File: config.mk
export PLATFORM = sky130hd
export DESIGN_NAME = kr_link_training_status
export DESIGN_NICKNAME = d
export VERILOG_FILES = /design/src/design/kr_train_pkg.sv /design/src/design/kr_train_capture.sv /design/src/design/kr_link_training_status.sv
export SDC_FILE = /design/constraint.sdc
export NUM_CORES = 1
export LEC_CHECK = 0
export ABC_AREA = 0
export BUFFER_PORTS_ARGS = -buffer_cell sky130_fd_sc_hd__buf_2
export CORE_ASPECT_RATIO = 1.75
export CORE_UTILIZATION = 49
export DETAILED_ROUTE_END_ITERATION = 16
export PLACE_DENSITY_LB_ADDON = 0.12
export SLEW_MARGIN = 10
export SYNTH_ARGS = -nofsm -noshare
export SYNTH_HDL_FRONTEND = slang
export SYNTH_SLANG_ARGS = --single-unit
export TNS_END_PERCENT = 10
File: constraint.sdc
create_clock -name clk_sys -period 2.6 [get_ports clk_sys]
set_input_delay 0.13 -clock clk_sys [delete_from_list [all_inputs] [get_ports clk_sys]]
set_output_delay 0.13 -clock clk_sys [all_outputs]
set_load 0.01 [all_outputs]
File: src/design/kr_train_pkg.sv
// shared register map, field layouts and event numbering
package kr_train_pkg;

	// register indices; byte address is four times the index
	localparam logic [15:0] IDX_STARTUP_STATUS = 16'h9020;
	localparam logic [15:0] IDX_PARTNER_REQ = 16'h9098;
	localparam logic [15:0] IDX_PARTNER_STAT = 16'h9099;
	localparam logic [15:0] IDX_LOCAL_REQ = 16'h909A;
	localparam logic [15:0] IDX_IRQ_STATUS = 16'h9100;
	localparam logic [15:0] IDX_IRQ_ENABLE = 16'h9101;
	localparam logic [15:0] IDX_IRQ_CLEAR = 16'h9102;

	// register width, reset value and address span
	localparam int REG_W = 16;
	localparam logic [15:0] REG_RESET = 16'h0000;
	localparam int MIN_ADDR_W = 18;
	localparam int MAX_ADDR_W = 32;

	// axi responses
	localparam logic [1:0] RESP_OKAY = 2'h0;
	localparam logic [1:0] RESP_SLVERR = 2'h2;

	// update request codes
	localparam logic [1:0] UPD_HOLD = 2'h0;
	localparam logic [1:0] UPD_INC = 2'h1;
	localparam logic [1:0] UPD_DEC = 2'h2;
	localparam logic [1:0] UPD_RSVD = 2'h3;

	// coefficient state codes
	localparam logic [1:0] CST_NOT_UPDATED = 2'h0;
	localparam logic [1:0] CST_UPDATED = 2'h1;
	localparam logic [1:0] CST_MINIMUM = 2'h2;
	localparam logic [1:0] CST_MAXIMUM = 2'h3;

	// interrupt event bit positions
	localparam int EV_COUNT = 5;
	localparam int EV_STARTUP_DONE = 0;
	localparam int EV_PARTNER_READY = 1;
	localparam int EV_PARTNER_REQ = 2;
	localparam int EV_PARTNER_STAT = 3;
	localparam int EV_LOCAL_REQ = 4;

	// five two-bit fields, swing in 9:8 down to k(-1) in 1:0
	typedef struct packed {
		logic [1:0] swing;
		logic [1:0] post2;
		logic [1:0] kplus;
		logic [1:0] kmain;
		logic [1:0] kminus;
	} coeff_fields_t;

	// request word: flags in 13:12, updates in 9:0
	typedef struct packed {
		logic [1:0] rsvd_hi;
		logic preset_req;
		logic init_req;
		logic [1:0] rsvd_mid;
		coeff_fields_t upd;
	} coeff_req_word_t;

	// partner status word: ready in 15, states in 9:0
	typedef struct packed {
		logic receiver_ready;
		logic [4:0] rsvd;
		coeff_fields_t state;
	} coeff_stat_word_t;

	// everything software can see of training
	typedef struct packed {
		logic startup_in_progress;
		coeff_req_word_t partner_req;
		coeff_stat_word_t partner_stat;
		coeff_req_word_t local_req;
	} training_view_t;

endpackage

File: src/design/kr_train_capture.sv
`timescale 1ns/1ps
`default_nettype none
// registers the training engine's words and flags changes as pulses
module kr_train_capture (
	input wire logic clk_sys, // system clock
	input wire logic rst_n, // async reset, active low
	input wire logic startup_in_progress, // training start-up running
	input wire kr_train_pkg::coeff_req_word_t partner_req_in, // from partner
	input wire kr_train_pkg::coeff_stat_word_t partner_stat_in, // from partner
	input wire kr_train_pkg::coeff_req_word_t local_req_in, // to partner
	output var kr_train_pkg::training_view_t view, // registered view
	output var logic [kr_train_pkg::EV_COUNT-1:0] events // one-cycle pulses
);

	// whole module state
	typedef struct packed {
		kr_train_pkg::training_view_t view;
		logic [kr_train_pkg::EV_COUNT-1:0] events;
	} cap_state_t;

	cap_state_t st_ff; // registered state
	cap_state_t nxt_st; // next state

	// sample inputs, force reserved bits low, detect edges and changes
	always_comb begin
		nxt_st = st_ff;
		nxt_st.view.startup_in_progress = startup_in_progress;
		nxt_st.view.partner_req = partner_req_in;
		nxt_st.view.partner_req.rsvd_hi = '0;
		nxt_st.view.partner_req.rsvd_mid = '0;
		nxt_st.view.partner_stat = partner_stat_in;
		nxt_st.view.partner_stat.rsvd = '0;
		nxt_st.view.local_req = local_req_in;
		nxt_st.view.local_req.rsvd_hi = '0;
		nxt_st.view.local_req.rsvd_mid = '0;
		// start-up finished: falling edge of the progress flag
		nxt_st.events[kr_train_pkg::EV_STARTUP_DONE] =
			st_ff.view.startup_in_progress && !startup_in_progress;
		// far receiver declared itself ready
		nxt_st.events[kr_train_pkg::EV_PARTNER_READY] =
			!st_ff.view.partner_stat.receiver_ready &&
			partner_stat_in.receiver_ready;
		// any visible change of a word raises its event
		nxt_st.events[kr_train_pkg::EV_PARTNER_REQ] =
			nxt_st.view.partner_req != st_ff.view.partner_req;
		nxt_st.events[kr_train_pkg::EV_PARTNER_STAT] =
			nxt_st.view.partner_stat != st_ff.view.partner_stat;
		nxt_st.events[kr_train_pkg::EV_LOCAL_REQ] =
			nxt_st.view.local_req != st_ff.view.local_req;
	end

	// state register; everything clears to zero on reset
	always_ff @(posedge clk_sys or negedge rst_n) begin
		if (!rst_n) begin
			st_ff <= '0;
		end else begin
			st_ff <= nxt_st;
		end
	end

	assign view = st_ff.view;
	assign events = st_ff.events;

endmodule
`default_nettype wire

File: src/design/kr_link_training_status.sv
// Functional notes
// - start-up status bit 0 high while training runs
// - partner preset bit 13, initialize bit 12
// - partner five two-bit update requests in 9:0
// - partner receiver ready shown at bit 15
// - partner five coefficient states in 9:0
// - local preset 13, initialize 12, 15:14 reserved
// - local five update requests, reset to hold
// - training registers read-only, reset to zero
`timescale 1ns/1ps
`default_nettype none
module kr_link_training_status #(
	parameter int ADDR_W = 18 // axi address width
) (
	input wire logic clk_sys, // system clock, 20 MHz
	input wire logic rst_n, // async reset, active low
	input wire logic startup_in_progress, // training start-up running
	input wire kr_train_pkg::coeff_req_word_t partner_req_in, // partner asks
	input wire kr_train_pkg::coeff_stat_word_t partner_stat_in, // partner says
	input wire kr_train_pkg::coeff_req_word_t local_req_in, // we ask
	input wire logic [ADDR_W-1:0] s_axi_awaddr, // write address
	input wire logic s_axi_awvalid, // write address valid
	output logic s_axi_awready, // write address ready
	input wire logic [31:0] s_axi_wdata, // write data
	input wire logic [3:0] s_axi_wstrb, // byte enables
	input wire logic s_axi_wvalid, // write data valid
	output logic s_axi_wready, // write data ready
	output logic [1:0] s_axi_bresp, // write response
	output logic s_axi_bvalid, // write response valid
	input wire logic s_axi_bready, // write response ready
	input wire logic [ADDR_W-1:0] s_axi_araddr, // read address
	input wire logic s_axi_arvalid, // read address valid
	output logic s_axi_arready, // read address ready
	output logic [31:0] s_axi_rdata, // read data
	output logic [1:0] s_axi_rresp, // read response
	output logic s_axi_rvalid, // read data valid
	input wire logic s_axi_rready, // read data ready
	output logic irq // level, high while an enabled event is pending
);

	localparam int EVN = kr_train_pkg::EV_COUNT;
	localparam int RW = kr_train_pkg::REG_W;

	// refuse address widths that cannot reach the map or exceed axi
	generate
		if (ADDR_W < kr_train_pkg::MIN_ADDR_W ||
			ADDR_W > kr_train_pkg::MAX_ADDR_W) begin : g_bad_addr_w
			$error("ADDR_W out of range for the register map");
		end
	endgenerate

	// whole slave state: channel holds, responses, interrupt regs
	typedef struct packed {
		logic aw_held; // write address captured
		logic [ADDR_W-1:0] aw_addr;
		logic w_held; // write data captured
		logic [RW-1:0] w_data;
		logic [1:0] w_strb;
		logic b_valid;
		logic [1:0] b_resp;
		logic r_valid;
		logic [RW-1:0] r_data;
		logic [1:0] r_resp;
		logic [EVN-1:0] irq_status; // sticky events
		logic [EVN-1:0] irq_enable; // event mask
	} slv_state_t;

	slv_state_t st_ff; // registered state
	slv_state_t nxt_st; // next state

	kr_train_pkg::training_view_t view; // captured training words
	logic [EVN-1:0] events; // one-cycle event pulses
	logic [EVN-1:0] clr; // clear mask of this cycle
	logic [RW-1:0] rd_data; // read mux result
	logic [1:0] rd_resp; // read decode answer
	logic [1:0] wr_resp; // write decode answer

	// capture of training words and event detection
	kr_train_capture u_capture (
		.clk_sys(clk_sys),
		.rst_n(rst_n),
		.startup_in_progress(startup_in_progress),
		.partner_req_in(partner_req_in),
		.partner_stat_in(partner_stat_in),
		.local_req_in(local_req_in),
		.view(view),
		.events(events)
	);

	// word index match; low two address bits are ignored
	function automatic logic hit(input logic [ADDR_W-1:0] a,
		input logic [15:0] idx);
		hit = a[ADDR_W-1:2] == (ADDR_W-2)'(idx);
	endfunction

	// read-only words, the training words and the event status: software can only look
	function automatic logic ro_hit(input logic [ADDR_W-1:0] a);
		ro_hit = hit(a, kr_train_pkg::IDX_STARTUP_STATUS) ||
			hit(a, kr_train_pkg::IDX_PARTNER_REQ) ||
			hit(a, kr_train_pkg::IDX_PARTNER_STAT) ||
			hit(a, kr_train_pkg::IDX_LOCAL_REQ) ||
			hit(a, kr_train_pkg::IDX_IRQ_STATUS);
	endfunction

	// bus channels, register writes, sticky events and read mux
	always_comb begin
		nxt_st = st_ff;
		clr = '0;
		rd_data = kr_train_pkg::REG_RESET;
		rd_resp = kr_train_pkg::RESP_OKAY;
		wr_resp = kr_train_pkg::RESP_OKAY;
		// address and data are taken independently, in either order
		if (s_axi_awvalid && !st_ff.aw_held) begin
			nxt_st.aw_held = 1'b1;
			nxt_st.aw_addr = s_axi_awaddr;
		end
		if (s_axi_wvalid && !st_ff.w_held) begin
			nxt_st.w_held = 1'b1;
			nxt_st.w_data = s_axi_wdata[RW-1:0];
			nxt_st.w_strb = s_axi_wstrb[1:0];
		end
		// response leaves once the master takes it
		if (st_ff.b_valid && s_axi_bready) begin
			nxt_st.b_valid = 1'b0;
		end
		// commit once both halves are in and no response is pending
		if (st_ff.aw_held && st_ff.w_held && !st_ff.b_valid) begin
			nxt_st.aw_held = 1'b0;
			nxt_st.w_held = 1'b0;
			nxt_st.b_valid = 1'b1;
			if (hit(st_ff.aw_addr, kr_train_pkg::IDX_IRQ_ENABLE)) begin
				if (st_ff.w_strb[0]) begin
					nxt_st.irq_enable = st_ff.w_data[EVN-1:0];
				end
			end else if (hit(st_ff.aw_addr, kr_train_pkg::IDX_IRQ_CLEAR)) begin
				if (st_ff.w_strb[0]) begin
					clr = st_ff.w_data[EVN-1:0];
				end
			end else if (ro_hit(st_ff.aw_addr)) begin
				// read-only word: accepted, nothing changes
				wr_resp = kr_train_pkg::RESP_OKAY;
			end else begin
				// nothing lives here
				wr_resp = kr_train_pkg::RESP_SLVERR;
			end
			nxt_st.b_resp = wr_resp;
		end
		// a new event beats a clear landing in the same cycle
		nxt_st.irq_status = (st_ff.irq_status & ~clr) | events;
		// read data leaves once the master takes it
		if (st_ff.r_valid && s_axi_rready) begin
			nxt_st.r_valid = 1'b0;
		end
		// one read in flight; the word is frozen at address time
		if (s_axi_arvalid && !st_ff.r_valid) begin
			if (hit(s_axi_araddr, kr_train_pkg::IDX_STARTUP_STATUS)) begin
				rd_data = RW'(view.startup_in_progress);
			end else if (hit(s_axi_araddr, kr_train_pkg::IDX_PARTNER_REQ)) begin
				rd_data = view.partner_req;
			end else if (hit(s_axi_araddr, kr_train_pkg::IDX_PARTNER_STAT)) begin
				rd_data = view.partner_stat;
			end else if (hit(s_axi_araddr, kr_train_pkg::IDX_LOCAL_REQ)) begin
				rd_data = view.local_req;
			end else if (hit(s_axi_araddr, kr_train_pkg::IDX_IRQ_STATUS)) begin
				rd_data = RW'(st_ff.irq_status);
			end else if (hit(s_axi_araddr, kr_train_pkg::IDX_IRQ_ENABLE)) begin
				rd_data = RW'(st_ff.irq_enable);
			end else if (hit(s_axi_araddr, kr_train_pkg::IDX_IRQ_CLEAR)) begin
				// write-only, reads as zero
				rd_data = kr_train_pkg::REG_RESET;
			end else begin
				rd_resp = kr_train_pkg::RESP_SLVERR;
			end
			nxt_st.r_valid = 1'b1;
			nxt_st.r_data = rd_data;
			nxt_st.r_resp = rd_resp;
		end
	end

	// state register; interrupt regs and responses clear on reset
	always_ff @(posedge clk_sys or negedge rst_n) begin
		if (!rst_n) begin
			st_ff <= '0;
		end else begin
			st_ff <= nxt_st;
		end
	end

	// ready terms follow the holds, so no combinational path from valid
	assign s_axi_awready = !st_ff.aw_held;
	assign s_axi_wready = !st_ff.w_held;
	assign s_axi_bvalid = st_ff.b_valid;
	assign s_axi_bresp = st_ff.b_resp;
	assign s_axi_arready = !st_ff.r_valid;
	assign s_axi_rvalid = st_ff.r_valid;
	assign s_axi_rresp = st_ff.r_resp;
	// upper half of every word reads as zero
	assign s_axi_rdata = {16'h0000, st_ff.r_data};
	assign irq = |(st_ff.irq_status & st_ff.irq_enable);

	// read address accepted this cycle
	logic ar_fire;
	assign ar_fire = s_axi_arvalid && s_axi_arready;

	a_startup_read: assert property (@(posedge clk_sys) disable iff (!rst_n)
		ar_fire && hit(s_axi_araddr, kr_train_pkg::IDX_STARTUP_STATUS) |=>
		s_axi_rvalid && s_axi_rdata[0] == $past(view.startup_in_progress) &&
		s_axi_rdata[15:1] == 15'h0000)
		else $error("start-up bit does not track training progress");

	a_partner_flags: assert property (@(posedge clk_sys) disable iff (!rst_n)
		ar_fire && hit(s_axi_araddr, kr_train_pkg::IDX_PARTNER_REQ) |=>
		s_axi_rdata[13] == $past(partner_req_in.preset_req, 2) &&
		s_axi_rdata[12] == $past(partner_req_in.init_req, 2))
		else $error("partner preset or initialize flag wrong");

	a_partner_updates: assert property (@(posedge clk_sys) disable iff (!rst_n)
		ar_fire && hit(s_axi_araddr, kr_train_pkg::IDX_PARTNER_REQ) |=>
		s_axi_rdata[9:0] == $past(partner_req_in.upd, 2) &&
		s_axi_rdata[11:10] == 2'h0)
		else $error("partner update requests wrong");

	a_partner_ready: assert property (@(posedge clk_sys) disable iff (!rst_n)
		ar_fire && hit(s_axi_araddr, kr_train_pkg::IDX_PARTNER_STAT) ##1
		s_axi_rvalid |->
		s_axi_rdata[15] == $past(partner_stat_in.receiver_ready, 2))
		else $error("partner receiver ready bit wrong");

	a_partner_state: assert property (@(posedge clk_sys) disable iff (!rst_n)
		ar_fire && hit(s_axi_araddr, kr_train_pkg::IDX_PARTNER_STAT) |=>
		s_axi_rdata[9:0] == $past(partner_stat_in.state, 2) &&
		s_axi_rdata[14:10] == 5'h00)
		else $error("partner coefficient states wrong");

	a_local_flags: assert property (@(posedge clk_sys) disable iff (!rst_n)
		ar_fire && hit(s_axi_araddr, kr_train_pkg::IDX_LOCAL_REQ) |=>
		s_axi_rdata[13:12] == {$past(local_req_in.preset_req, 2),
		$past(local_req_in.init_req, 2)} && s_axi_rdata[15:14] == 2'h0)
		else $error("local flags or reserved bits wrong");

	a_local_updates: assert property (@(posedge clk_sys) disable iff (!rst_n)
		ar_fire && hit(s_axi_araddr, kr_train_pkg::IDX_LOCAL_REQ) |=>
		s_axi_rdata[9:0] == $past(local_req_in.upd, 2))
		else $error("local update requests wrong");

	a_ro_write_kept: assert property (@(posedge clk_sys) disable iff (!rst_n)
		st_ff.aw_held && st_ff.w_held && !st_ff.b_valid &&
		ro_hit(st_ff.aw_addr) |=> s_axi_bvalid &&
		s_axi_bresp == kr_train_pkg::RESP_OKAY &&
		$stable(st_ff.irq_enable))
		else $error("write to a read-only word had an effect");

	a_event_sticky: assert property (@(posedge clk_sys) disable iff (!rst_n)
		(events & st_ff.irq_enable) != '0 && $stable(st_ff.irq_enable) |=>
		irq)
		else $error("enabled event did not raise the interrupt");

endmodule
`default_nettype wire

Yosys cells after proc, flatten, opt, wreduce, memory -nomap -nowiden:

Index checks and enable logic that the tools add are counted.

* flip-flop bits (word level): 111
* input bits: 128
* output and inout port bits: 42
* word-level logic and storage cells: 108

* equality and inequality tests: 17
* multiplexer cells: 28
* bitwise gates (word level): 4
* reduce and logical (&&, ||, !) cells: 25

Operators by type and width (count)
* 16-bit == test (second input constant): 14
* 19-bit two-way mux: 3
* 16-bit two-way mux: 3
* 5-bit two-way mux: 6
* 12-bit inequality test: 2
* 2-bit two-way mux: 10
* 14-bit two-way mux: 1
* 11-bit inequality test: 1
* 5-bit bitwise AND: 2
* 1-bit logical AND: 9
* 2-bit nonzero test: 4
* 1-bit zero test: 6
* 5-bit inverter: 1
* 5-bit bitwise OR: 1
* 5-bit OR reduction: 1
* 1-bit logical OR: 4
* 1-bit two-way mux: 4
* 3-bit two-way mux: 1
* 3-bit AND reduction: 1

Depth between registers and ports, before layout:

Gate-level depths: netlist (run 1).

* depth after elaboration: 9
* depth in mapped cells: 6
* mapped depth without buffers: 4

Hierarchy:

A second synthesis (run 1) with hierarchy kept.

* cells, all modules: 421
* area, all modules: 4619.4 um2

By module, submodules not included
* kr_link_training_status: instances 1, cells an instance 317, area each 3100.5 um2, sequential area each 1351.3 um2
* kr_train_capture: instances 1, cells an instance 104, area each 1519.0 um2, sequential area each 1026.0 um2

Least setup slack after synthesis (run 1):

OpenSTA, ideal clock, no wires.

* path kind: register to register
* start: register st_ff[56] (netlist name)
* end: register st_ff[3] (netlist name)
* library setup time: 125 ps
* data arrival time: 1817 ps
* required time: 2475 ps
* slack: 658 ps
* stages on the path, launching flop included: 5
* buffers on the path: 0
* clock period less this slack: 1942 ps
* cells stage by stage: dfrtp_1 or4_4 nor4_4 nand4b_4 mux2_4

* word-level cells in the longest chain between the ends: 2

RTL lines
* from (decl): RTL line kr_link_training_status.sv:68 `slv_state_t st_ff;`
* from (signal assigned): RTL line kr_link_training_status.sv:185 `st_ff <= nxt_st;`
* 16-bit == test: RTL line kr_link_training_status.sv:93 `hit = a[ADDR_W-1:2] == (ADDR_W-2)'(idx);`
* 3-bit AND reduction (no source line)

Every way passes these cells.
A chain may end at the register's enable or synchronous reset.

Worst setup path in the final report (run 1):

Ends and elaborated chain as after synthesis.

==> results.md, run 1 <==
- The non-filler instance count after layout is between 600 and 700.
- The run finished with clean final reports.
- STA classifies the critical path startpoint as a flop.
- On the final layout, the worst clock skew is 0.00445 ns.
- The critical path in this run is classified as reg2reg.
- The cell area after technology mapping is between 4000 and 5000 um2.
- The cell count after synthesis is roughly 360.
- After clock tree synthesis, the clock-pin slew on the worst setup and hold paths is approximately 0.06 ns.
- The final design instance area without fill is approximately 5500 um2.
- STA puts the critical path data required time at approximately 2.8 ns.
- The largest vdd supply drop is around 0.00063 V.
- The async set or reset register ratio after synthesis is 1.00.
- The total inserted antenna cells is 0.
- The first-pass iteration count of the detailed router is 7.
- The overall die width is approximately 73 um.
- 170 I/O pins were placed.
- The overall via count from detail_route is about 3.1k.
- The worst setup path is captured at a flop.
- The count of cell types in the netlist is slightly below 50.
- The first global-routing pass estimated roughly 15 mm of wire.
- During placement, the flow inserted port buffers numbering about 100.
- After legalization and detailed placement, the total HPWL measured about 7.1 mm.
- Once detail routing completed, the nets flagged for antenna violations numbered 0.
- The number of synthesized register bits is between 90 and 100.
- In the final routed layout, each cell accounts on average for 15.8 um.
- In this run the cell area measured after placement is between 4000 and 5000 um2.
- The shortest clock period the worst path allows after layout is ~2.1 ns.
- The largest buffer count on any clock path is 2.
- For this run, the number of Yosys warnings is 0.
- The worst hold path terminates at st_ff[69].
- The clock buffer count from CTS is 9.
- The share of the clock period used by the worst path is 0.818.
- The max-slew violation total from the final report is 0.
- The count of filler cells inserted in the layout is roughly 700.
- The setup TNS is 0 ns.
- For this run, the leading register cell type out of synthesis is dfrtp_1.
- The root buffer cell is clkbuf_16.
- The worst hold path class is in2reg.
- Setup slack on the worst reg-to-reg path comes out at roughly 0.47 ns.
- The global placement routability congestion is between 0.8 and 0.9.
- For this design, the sink count on the clock tree is roughly 90.
- Clock latency on the worst-skew pair, taken at its later pin, is 0.34 ns.
- Setup repair after global routing left no endpoint under its margin.
- The initial antenna violation count was 0.
- The post-CTS setup-driven buffer insertion count is 0.
- The floorplan core area is roughly 8400 um2.
- The number of setup violations in the final report is 0.
- The hold violation total from the final report is 0.
- The total leakage power is 2.55 nW.
- Including well taps, the total number of placed cells is ~560.
- The beginning of the worst hold path is s_axi_awvalid.
- For the pin with the worst max-slew slack, the measured transition is around 0.7 ns.
- The headroom to the max-slew limit is 0.528.
- Derived from the worst setup path, the maximum achievable clock frequency is roughly 470 MHz.
- In the routed layout, each cell is associated on average with a via count of between 5 and 6.
- The number of H-tree branching levels is 3.
- Of the cells placed in the final design, the portion with a size suffix greater than 1 is 0.325.
- The worst reg-to-reg path cell count is 4.
- The maximum number of pins on one net before global-route repair is between 50 and 60.
- The total wirelength of the detailed-routed design is ~9.7 mm.
- In this run the core area contains 44 standard-cell rows.
- The most area-hungry cell type in the Yosys netlist is dfrtp_1.
- In this run the critical register-to-register path is captured at st_ff[3].
- Of the synthesized area, sequential elements account for 0.535.
- After layout, the worst setup slack is about 0.47 ns.
- At the worst endpoint, the arrival time is approximately 2.4 ns.
- The worst hold path passes through 2 cells.
- A synthesized cell averages 11.9 um2.
- The die is 126 um tall.
- Across the run, the number of max-cap violations was 0.
- From synthesis to final layout, the design area changed by 28.0%.
- Dividing total power by cell area gives a power density of roughly 740 nW/um2.
- Before CTS, the worst setup slack after placement is ~0.46 ns.
- The die footprint is 9180 um2.
- The sum of overflow across all layers after global routing is 0.
- Of the post-synthesis cell area, the dominant cell type holds 0.535.
- The post-detailed-route DRC marker count is 0.
- The number of flops mapped to enable cells by yosys is 0.
- The CTS tree is done.
- In this run the worst path has a maximum fanout of 6.
- The initial cell density of the core is 0.511.
- After synthesis, the cell types taking the most area are dfrtp_1 53%, mux2_2 7.8%, buf_4 6.3%.
- For this run, the total global-route usage over all layers was measured as 0.224.
- The post-layout net count is 622.
- The number of global-route vias before repair came to between 3k and 4k.
- The startpoint identified for the worst register-to-register timing path is st_ff[56].
- In this run, the number of DRC markers left after iteration 0 of detailed routing was roughly 120.
- Once layout is complete, the utilization of the core stands at 0.654.
==> power by group <==
group | switching, W | internal [W]
Sequential | 0.000177 | 0.00168
Clock | 0.000531 | 0.000917
Combinational | 0.000351 | 0.000421
Total | 0.00106 | 0.00302
==> critical path: stages, from the launching register on <==
cell	delay (ns)
dfrtp_1	0.39
or4_4	0.56
nor4_4	0.50
nand4b_4	0.22
mux2_4	0.34
==> final cells by class <==
class                   instances  area, um2  area share
multi-input cells             232       1730       0.314
inverters                      10       37.5     0.00681
repair buffers                148        961       0.174
flip-flops and latches         92       2300       0.418
clock inverters                 4       70.1      0.0127
well taps                     115        144      0.0261
clock buffers                  12        267      0.0484
==> cell usage after synthesis, types with 5 or more instances <==
master,count
nor2_1,6
clkbuf_1,9
buf_4,36
nor4_1,12
xor2_1,29
a211oi_1,5
mux2_2,30
o21ai_0,10
inv_1,10
xnor2_1,5
nand2_1,19
a22oi_1,5
o31ai_1,12
a21oi_1,7
a21o_1,6
nand4_1,9
mux2i_1,7
dfrtp_1,92
nor2b_1,9
==> worst max path at each step <==
stage                    from  endpoint  slack [ns]  cells past startpoint
CTS                 st_ff[56]  st_ff[3]        0.43                      4
global placement    st_ff[56]  st_ff[4]        0.47                      4
global route        st_ff[56]  st_ff[3]        0.38                      4
detailed placement  st_ff[56]  st_ff[3]        0.46                      4
floorplan           st_ff[56]  st_ff[3]        0.66                      4
finish              st_ff[56]  st_ff[3]        0.47                      4
==> cell families (layout without fill, tap and decap cells) <==
family	Yosys count	in the layout	synth area share
adders and majority gates	1	1	0.00291
buffers and inverters	57	174	0.0811
xor gates and xnor gates	34	34	0.0692
other	1	21	0.000871
DFF	92	92	0.535
and+or+nand+nor	85	85	0.127
AOI/OAI and AO/OA	52	52	0.0826
muxes	39	39	0.102
==> repair_timing <==
| item | 4_1_cts | 5_1_grt |
|---|---|---|
| endpoints found under the hold margin | 89 | 0 |
| gates resized for setup | 0 | 0 |
| hold buffers | 40 | 0 |
==> metrics by stage <==
stage	hold WS, ns	power (W)
floorplan	-0.166	0.00238
global placement	0.208	0.00259
detailed placement	0.206	0.00262
CTS	0.00278	0.00411
global route	0.00603	0.00427
finish	0.0115	0.00408
==> state kept, by name, indices dropped and copies added, names as in the netlist <==
name              flops
s_axi_rresp           1
s_axi_bresp           1
s_axi_rdata          13
s_axi_bvalid          1
s_axi_rvalid          1
u_capture.view       36
u_capture.events      5
st_ff                34
==> metal layers <==
| metal | wire [um] | share of wire | up-vias | global-route usage |
|---|---|---|---|---|
| met2 | 5490 | 0.57 | 90 | 0.425 |
| met5 | 0 | 0 | - | 0 |
| met1 | 3620 | 0.37 | 1507 | 0.231 |
| met3 | 395 | 0.041 | 15 | 0.0432 |
| li1 | - | - | 1497 | - |
| met4 | 188 | 0.019 | 0 | 0.0911 |
==> cell usage in the layout (no fill, tap or decap), drive strengths merged, types with 3 or more instances in the layout <==
cell | Yosys | final
o31ai | 12 | 12
a21oi | 7 | 7
a21o | 6 | 6
nand2 | 19 | 19
mux2 | 32 | 32
a22oi | 5 | 5
nor2 | 7 | 7
xnor2 | 5 | 5
dlygate4sd3 | 0 | 40
nor2b | 9 | 9
nor4 | 13 | 13
inv | 10 | 10
nor4b | 3 | 3
o21ai | 10 | 10
a211oi | 5 | 5
mux2i | 7 | 7
clkbuf | 9 | 12
buf | 38 | 108
nor3 | 3 | 3
dfrtp | 92 | 92
nand3b | 3 | 3
conb | 1 | 21
nand4 | 9 | 9
xor2 | 29 | 29
(Power assumes the default switching activity.)
==> inputs of run 2 (changes only) <==
clock period = 2 ns   (was 2.6 ns; I/O delays follow)
==> run 2 against run 1 <==
Sequential share of layout area down 1.2 points. First-iteration DRC count up 3.4%. Clock skew up 0.00087 ns. Count of clock-buffer cells in the layout up 1. Register-to-register slack worse by 0.29 ns. Critical path type unchanged. Highest routed layer unchanged.
==> results.md, run 2 (synthesis gave the netlist of run 1 again) <==
- Status: completed (unchanged).
- The critical path arrival is 2.03 ns (was 2.35 ns).
- The sum of overflow across all layers after global routing is 0 (unchanged).
- The maximum number of pins on one net before global-route repair was 49 (was 53).
- The post-CTS setup-driven buffer insertion count came to 0 (unchanged).
- RSZ-0062 raised after global routing: no (unchanged).
- The category of the most critical setup path is reg2reg (unchanged).
- The number of setup violations in the final report is 0 (unchanged).
- The total track usage came to 0.230 (was 0.224).
- The overall die width is 72.8 um (unchanged).
- The count of filler cells inserted in the layout is 650 (was 691).
- The global placement routability congestion was 0.856 (was 0.837).
- The number of nets with antenna violations after detailed routing came to 0 (unchanged).
- The flip-flop count of the largest register after layout was 36 (unchanged).
- The DRC marker count from the first detailed-route iteration is 122 (was 118).
- The fraction of final layout cells sized beyond drive strength 1 is 0.312 (was 0.325).
- The CTS tree is done (unchanged).
- The worst-margin pin slew is 0.633 ns (was 0.698 ns).
- The number of ports placed on the die boundary is 170 (unchanged).
- The most heavily used metal layer in global routing is met2 (unchanged).
- The placed wire-length estimate is 7.15 mm (about the same).
- The number of input and output port buffers inserted was 101 (unchanged).
- The number of gates given a new drive strength after cts was 0 (unchanged).
- The first-pass iteration count of the detailed router is 7 (unchanged).
- The met2 track utilization from global routing was 0.427 (was 0.425).
- The startpoint type of the worst setup path is a flop (unchanged).
- The floorplan core area was 8420 um2 (unchanged).
- The shortest clock period the worst path allows after layout is 1.81 ns (was 2.13 ns).
- The largest vdd supply drop is 0.000551 V (was 0.000627 V).
- The clock-pin slew reported for the worst setup and hold paths after clock tree synthesis is 0.06 ns (about the same).
- The maximum fanout encountered on the critical timing path was 5 (was 6).
- The source-to-sink clock delay at the later pin of the worst-skew pair came to 0.33 ns (was 0.34 ns).
- The worst hold path class was in2reg (unchanged).
- The overall via count from detail_route was 3189 (was 3109).
- The number of H-tree branching levels came to 3 (unchanged).
- The initial antenna violation count is 0 (unchanged).
- The largest buffer count on any clock path was 2 (unchanged).
- The per-cell routed wire length was 15.7 um (was 15.8 um).
- The data required time at the worst endpoint is 2.22 ns (was 2.82 ns).
- The initial cell density of the core came to 0.511 (unchanged).
- The count of placed standard cells including taps came to 560 (was 557).
- The ratio of routed vias to standard cells is 5.02 (was 5.07).
- The headroom to the max-slew limit is 0.578 (was 0.528).
- The post-layout net count is 644 (was 622).
- The endpoint class of the critical path is a flop (unchanged).
- The clock sink count is 92 (unchanged).
- The root buffer cell is clkbuf_16 (unchanged).
- The routing usage on met3 came to 0.0488 (was 0.0432).
- The global-route met1 utilization was 0.244 (was 0.231).
- The cell row count was 44 (unchanged).
- The total wirelength of the detailed-routed design is 9.96 mm (was 9.69 mm).
- The max-slew violation total from the final report is 0 (unchanged).
- The most frequent standard cell in the layout excluding fill and tap cells is buf_2 (unchanged).
- The area growth from synthesis to layout is 31.7% (was 28.0%).
- The die footprint is 9180 um2 (unchanged).
- The hold violation total from the final report came to 0 (unchanged).
- The total inserted antenna cells is 0 (unchanged).
- The power per cell area was 887 nW/um2 (was 740 nW/um2).
- The peak clock frequency supported by timing came to 551 MHz (was 470 MHz).
- Most used cells in the layout excluding fill and tap cells: 100 x buf_2, 92 x dfrtp_1, 59 x dlygate4sd3_1, 30 x mux2_2, 29 x xor2_1 (was 100 x buf_2, 92 x dfrtp_1, 40 x dlygate4sd3_1, 30 x mux2_2, 29 x xor2_1).
- The first-pass GRT wire length is 15.6 mm (was 15.1 mm).
- The max-cap violation count is 0 (unchanged).
- The overall die height is 126 um (unchanged).
- The share of the clock period used by the worst path is 0.907 (was 0.818).
- The worst-case clock skew was 0.00532 ns (was 0.00445 ns).
- The total leakage power is 2.60 nW (was 2.55 nW).
- The post-detailed-route DRC marker count is 0 (unchanged).
- The non-filler instance count after layout is 635 (was 613).
- The clock buffer count from CTS is 9 (unchanged).
- The number of global-route vias before repair is 3308 (was 3178).
- The setup TNS came to 0 ns (unchanged).
## run 2: cell count changes in the layout (fill, tap and decap cells not counted), sizes merged
cell / change
clkinv: -2
buf: +3
bufinv: -2
clkinvlp: +3
dlygate4sd3: +19
clkbuf: +1
## run 2: report_power, final
group	internal [W]	leakage (nW)	switching [W]
Sequential	0.00218	1.09	0.000229
Clock	0.000878	0.122	0.000679
Combinational	0.000589	1.39	0.000469
Total	0.00365	2.60	0.00138
## run 2: worst max-delay path, stage by stage, from the launching register on
cell	delay, ns
dfrtp_1	0.38
or4_4	0.56
nor4_4	0.22
buf_4	0.20
nand4_1	0.12
a21o_1	0.22
## run 2: timing repair
action / CTS / global route
endpoints found under the hold margin: 104 / 1
endpoints found under the setup margin: 0 / 4
hold buffers: 58 / 1
## run 2: final cells by class
type / instances / area [um2] / area share
clock inverters: 3 / 22.5 / 0.00397
repair buffers: 170 / 1190 / 0.209
inverters: 10 / 37.5 / 0.00662
clock buffers: 13 / 250 / 0.0441
multi-input cells: 232 / 1730 / 0.305
flip-flops and latches: 92 / 2300 / 0.406
well taps: 115 / 144 / 0.0254
## run 2: final timing paths
kind	startpoint	end	slack [ns]	depth (start not counted)
worst max-delay path	st_ff[56]	st_ff[6]	0.19	5
worst min-delay path	s_axi_wdata[2]	st_ff[36]	0.01	2
worst min register to register	u_capture.events[4]	st_ff[9]	0.43	1
max in group asynchronous	rst_n	u_capture.view[37]	0.97	3
worst max register to register	st_ff[56]	st_ff[6]	0.19	5
min in group asynchronous	rst_n	st_ff[65]	0.33	2
## run 2: stage by stage
step	utilization	hold slack [ns]	cell area [um2]	setup slack [ns]	total power, W
6_report	0.673	0.00989	5670	0.186	0.00503
5_1_grt	0.673	0.00776	5670	0.103	0.00532
4_1_cts	0.672	0.00169	5660	0.0390	0.00508
3_5_place_dp	0.571	0.167	4810	0.0566	0.00342
3_3_place_gp	0.571	0.160	4810	0.0687	0.00339
2_1_floorplan	-	-0.196	4380	0.0575	0.00309
## run 2: layer usage
layer / wire length, um / vias to the layer above
met3: 388 / 15
met5: 0 / -
li1: - / 1537
met4: 199 / 0
met1: 3710 / 1545
met2: 5650 / 92
==> inputs of run 3 (changes only) <==
--- a/config.mk
+++ b/config.mk
@@ -12,4 +12,5 @@
 export DETAILED_ROUTE_END_ITERATION = 16
 export PLACE_DENSITY_LB_ADDON = 0.12
+export RECOVER_POWER = 100
 export SLEW_MARGIN = 10
 export SYNTH_ARGS = -nofsm -noshare
==> constraint.sdc (replaced) <==
create_clock -name clk_sys -period 2 [get_ports clk_sys]
set_input_delay 0.1 -clock clk_sys [delete_from_list [all_inputs] [get_ports clk_sys]]
set_output_delay 0.1 -clock clk_sys [all_outputs]
set_load 0.005 [all_outputs]
==> run 3 against run 2 <==
Worst setup slack worse by 0.035 ns. Power shrank 1.2%. Largest cell class unchanged. Register-to-register slack worse by 0.04 ns.
==> results.md, run 3 (synthesis gave the netlist of run 1 again) <==
- The maximum fanout encountered on the critical timing path is 5 (unchanged).
- The overall via count from detail_route came to 3195 (was 3189).
- The clock buffer count from CTS was 9 (unchanged).
- The critical path arrival is 2.07 ns (was 2.03 ns).
- The number of setup violations in the final report came to 0 (unchanged).
- The number of ports placed on the die boundary was 170 (unchanged).
- The die footprint is 9180 um2 (unchanged).
- The non-filler instance count after layout came to 635 (unchanged).
- The post-detailed-route DRC marker count is 0 (unchanged).
- The source-to-sink clock delay at the later pin of the worst-skew pair is 0.34 ns (was 0.33 ns).
- The startpoint type of the worst setup path was a flop (unchanged).
- Most used cells in the layout excluding fill and tap cells: 92 x dfrtp_1, 59 x dlygate4sd3_1, 57 x buf_2, 49 x clkbuf_1, 30 x mux2_2 (was 100 x buf_2, 92 x dfrtp_1, 59 x dlygate4sd3_1, 30 x mux2_2, 29 x xor2_1).
- The share of the clock period used by the worst path was 0.925 (was 0.907).
- The area of the multi-input gates is 1720 um2 (was 1730 um2).
- The footprint of the flip-flops and latches is 2300 um2 (unchanged).
- The max-cap violation count is 0 (unchanged).
- The worst-case clock skew was 0.00617 ns (was 0.00532 ns).
- The per-cell routed wire length is 15.7 um (about the same).
- The total wirelength of the detailed-routed design is 9.98 mm (was 9.96 mm).
- The post-layout net count is 644 (unchanged).
- The met2 track utilization from global routing is 0.427 (unchanged).
- The maximum number of pins on one net before global-route repair is 49 (unchanged).
- The max-slew violation total from the final report is 0 (unchanged).
- The initial cell density of the core is 0.511 (unchanged).
- The largest buffer count on any clock path was 2 (unchanged).
- The highest-delay cell along the critical path is or4_4 (unchanged).
- The routing usage on met3 is 0.0488 (unchanged).
- The headroom to the max-slew limit is 0.172 (was 0.578).
- The first-pass iteration count of the detailed router is 5 (was 7).
- The global-route met1 utilization is 0.244 (unchanged).
- The cell row count was 44 (unchanged).
- The initial antenna violation count is 0 (unchanged).
- The DRC marker count from the first detailed-route iteration was 120 (was 122).
- The CTS tree is done (unchanged).
- The category of the most critical setup path is reg2reg (unchanged).
- The power per cell area came to 888 nW/um2 (was 887 nW/um2).
- The fraction of final layout cells sized beyond drive strength 1 is 0.219 (was 0.312).
- The overall die height came to 126 um (unchanged).
- The most heavily used metal layer in global routing was met2 (unchanged).
- Cell chain of the critical path: or4_4, nor4_4, clkbuf_2, nand4_1, a21o_1 (was or4_4, nor4_4, buf_4, nand4_1, a21o_1).
- The flip-flop count of the largest register after layout came to 36 (unchanged).
- The number of nets with antenna violations after detailed routing is 0 (unchanged).
- The area growth from synthesis to layout is 29.9% (was 31.7%).
- The clock sink count was 92 (unchanged).
- The worst-margin pin slew is 1.24 ns (was 0.633 ns).
- The placed wire-length estimate came to 7.15 mm (unchanged).
- The setup TNS is 0 ns (unchanged).
- The overall die width is 72.8 um (unchanged).
- The first-pass GRT wire length was 15.6 mm (unchanged).
- The clock-pin slew reported for the worst setup and hold paths after clock tree synthesis is 0.06 ns (about the same).
- The total track usage is 0.230 (unchanged).
- The critical path's top delay family is simple AND/OR/NAND/NOR gates (unchanged).
- The root buffer cell is clkbuf_16 (unchanged).
- The maximum single-stage delay on the critical path came to 0.56 ns (about the same).
- The number of gates given a new drive strength after cts is 0 (unchanged).
- The count of placed standard cells including taps was 560 (unchanged).
- The shortest clock period the worst path allows after layout was 1.85 ns (was 1.81 ns).
- The endpoint class of the critical path was a flop (unchanged).
- The floorplan core area is 8420 um2 (unchanged).
- The ratio of routed vias to standard cells is 5.03 (was 5.02).
- The peak clock frequency supported by timing was 541 MHz (was 551 MHz).
- The number of input and output port buffers inserted is 101 (unchanged).
- The global placement routability congestion is 0.856 (unchanged).
- The number of global-route vias before repair is 3308 (unchanged).
- Status: completed (unchanged).
- The hold violation total from the final report came to 0 (unchanged).
- The post-CTS setup-driven buffer insertion count is 0 (unchanged).
- The worst hold path class is in2reg (unchanged).
- The largest vdd supply drop is 0.000552 V (was 0.000551 V).
- The most frequent standard cell in the layout excluding fill and tap cells is dfrtp_1 (was buf_2).
- The count of filler cells inserted in the layout came to 687 (was 650).
- The total leakage power is 2.46 nW (was 2.60 nW).
- The number of H-tree branching levels is 3 (unchanged).
- The total inserted antenna cells was 0 (unchanged).
- RSZ-0062 raised after global routing: no (unchanged).
- The sum of overflow across all layers after global routing is 0 (unchanged).
- The data required time at the worst endpoint is 2.22 ns (about the same).
- The buffers plus inverters on the worst setup path is 1 (unchanged).
## run 3: changes by cell type in the layout (fill, tap and decap cells not counted), sizes merged
cell / previous run / this run
buf: 111 / 63
clkbuf: 13 / 61
## run 3: final timing paths
kind,start,end,slack [ns],depth (start not counted)
max,st_ff[56],st_ff[6],0.15,5
min,s_axi_awaddr[2],st_ff[53],0.008,2
max reg2reg,st_ff[56],st_ff[6],0.15,5
min reg2reg,u_capture.events[4],st_ff[9],0.42,1
max in group asynchronous,rst_n,u_capture.view[37],0.52,3
min in group asynchronous,rst_n,u_capture.view[36],0.57,2
## run 3: metal layers
metal,part of all wire,vias up
met5,0,-
met4,0.021,0
met3,0.040,17
met2,0.56,92
met1,0.38,1545
li1,-,1541
## run 3: stage by stage
step | power, W | instance area, um2 | setup WS (ns) | hold slack, ns | util
3_5_place_dp | 0.00339 | 4810 | 0.0566 | 0.167 | 0.571
6_report | 0.00497 | 5590 | 0.150 | 0.00759 | 0.664
3_3_place_gp | 0.00336 | 4810 | 0.0687 | 0.160 | 0.571
2_1_floorplan | 0.00306 | 4380 | 0.0575 | -0.196 | -
4_1_cts | 0.00505 | 5660 | 0.0390 | 0.00169 | 0.672
5_1_grt | 0.00526 | 5590 | 0.0610 | 0.00773 | 0.664
## run 3: worst reg2reg max path, cell delays in order (launching register included)
cell	delay (ns)
dfrtp_1	0.38
or4_4	0.56
nor4_4	0.22
clkbuf_2	0.23
nand4_1	0.13
a21o_1	0.21
## run 3: cell type report
cell class,instances,area share
inverter,10,0.00671
timing repair buffer,170,0.200
sequential,92,0.412
tap,115,0.0257
multi-input combinational,232,0.308
clock buffer,13,0.0447
clock inverter,3,0.00403
## run 3: where the power goes
| part | internal (W) | total (W) | switching [W] |
|---|---|---|---|
| Combinational | 0.000555 | 0.000994 | 0.000439 |
| Sequential | 0.00218 | 0.00241 | 0.000226 |
| Clock | 0.000878 | 0.00157 | 0.000688 |
| Total | 0.00362 | 0.00497 | 0.00135 |
## run 3: timing repair
action,CTS,global route
endpoints found under the setup margin,0,4
hold buffers,58,1
hold endpoints to repair,104,1
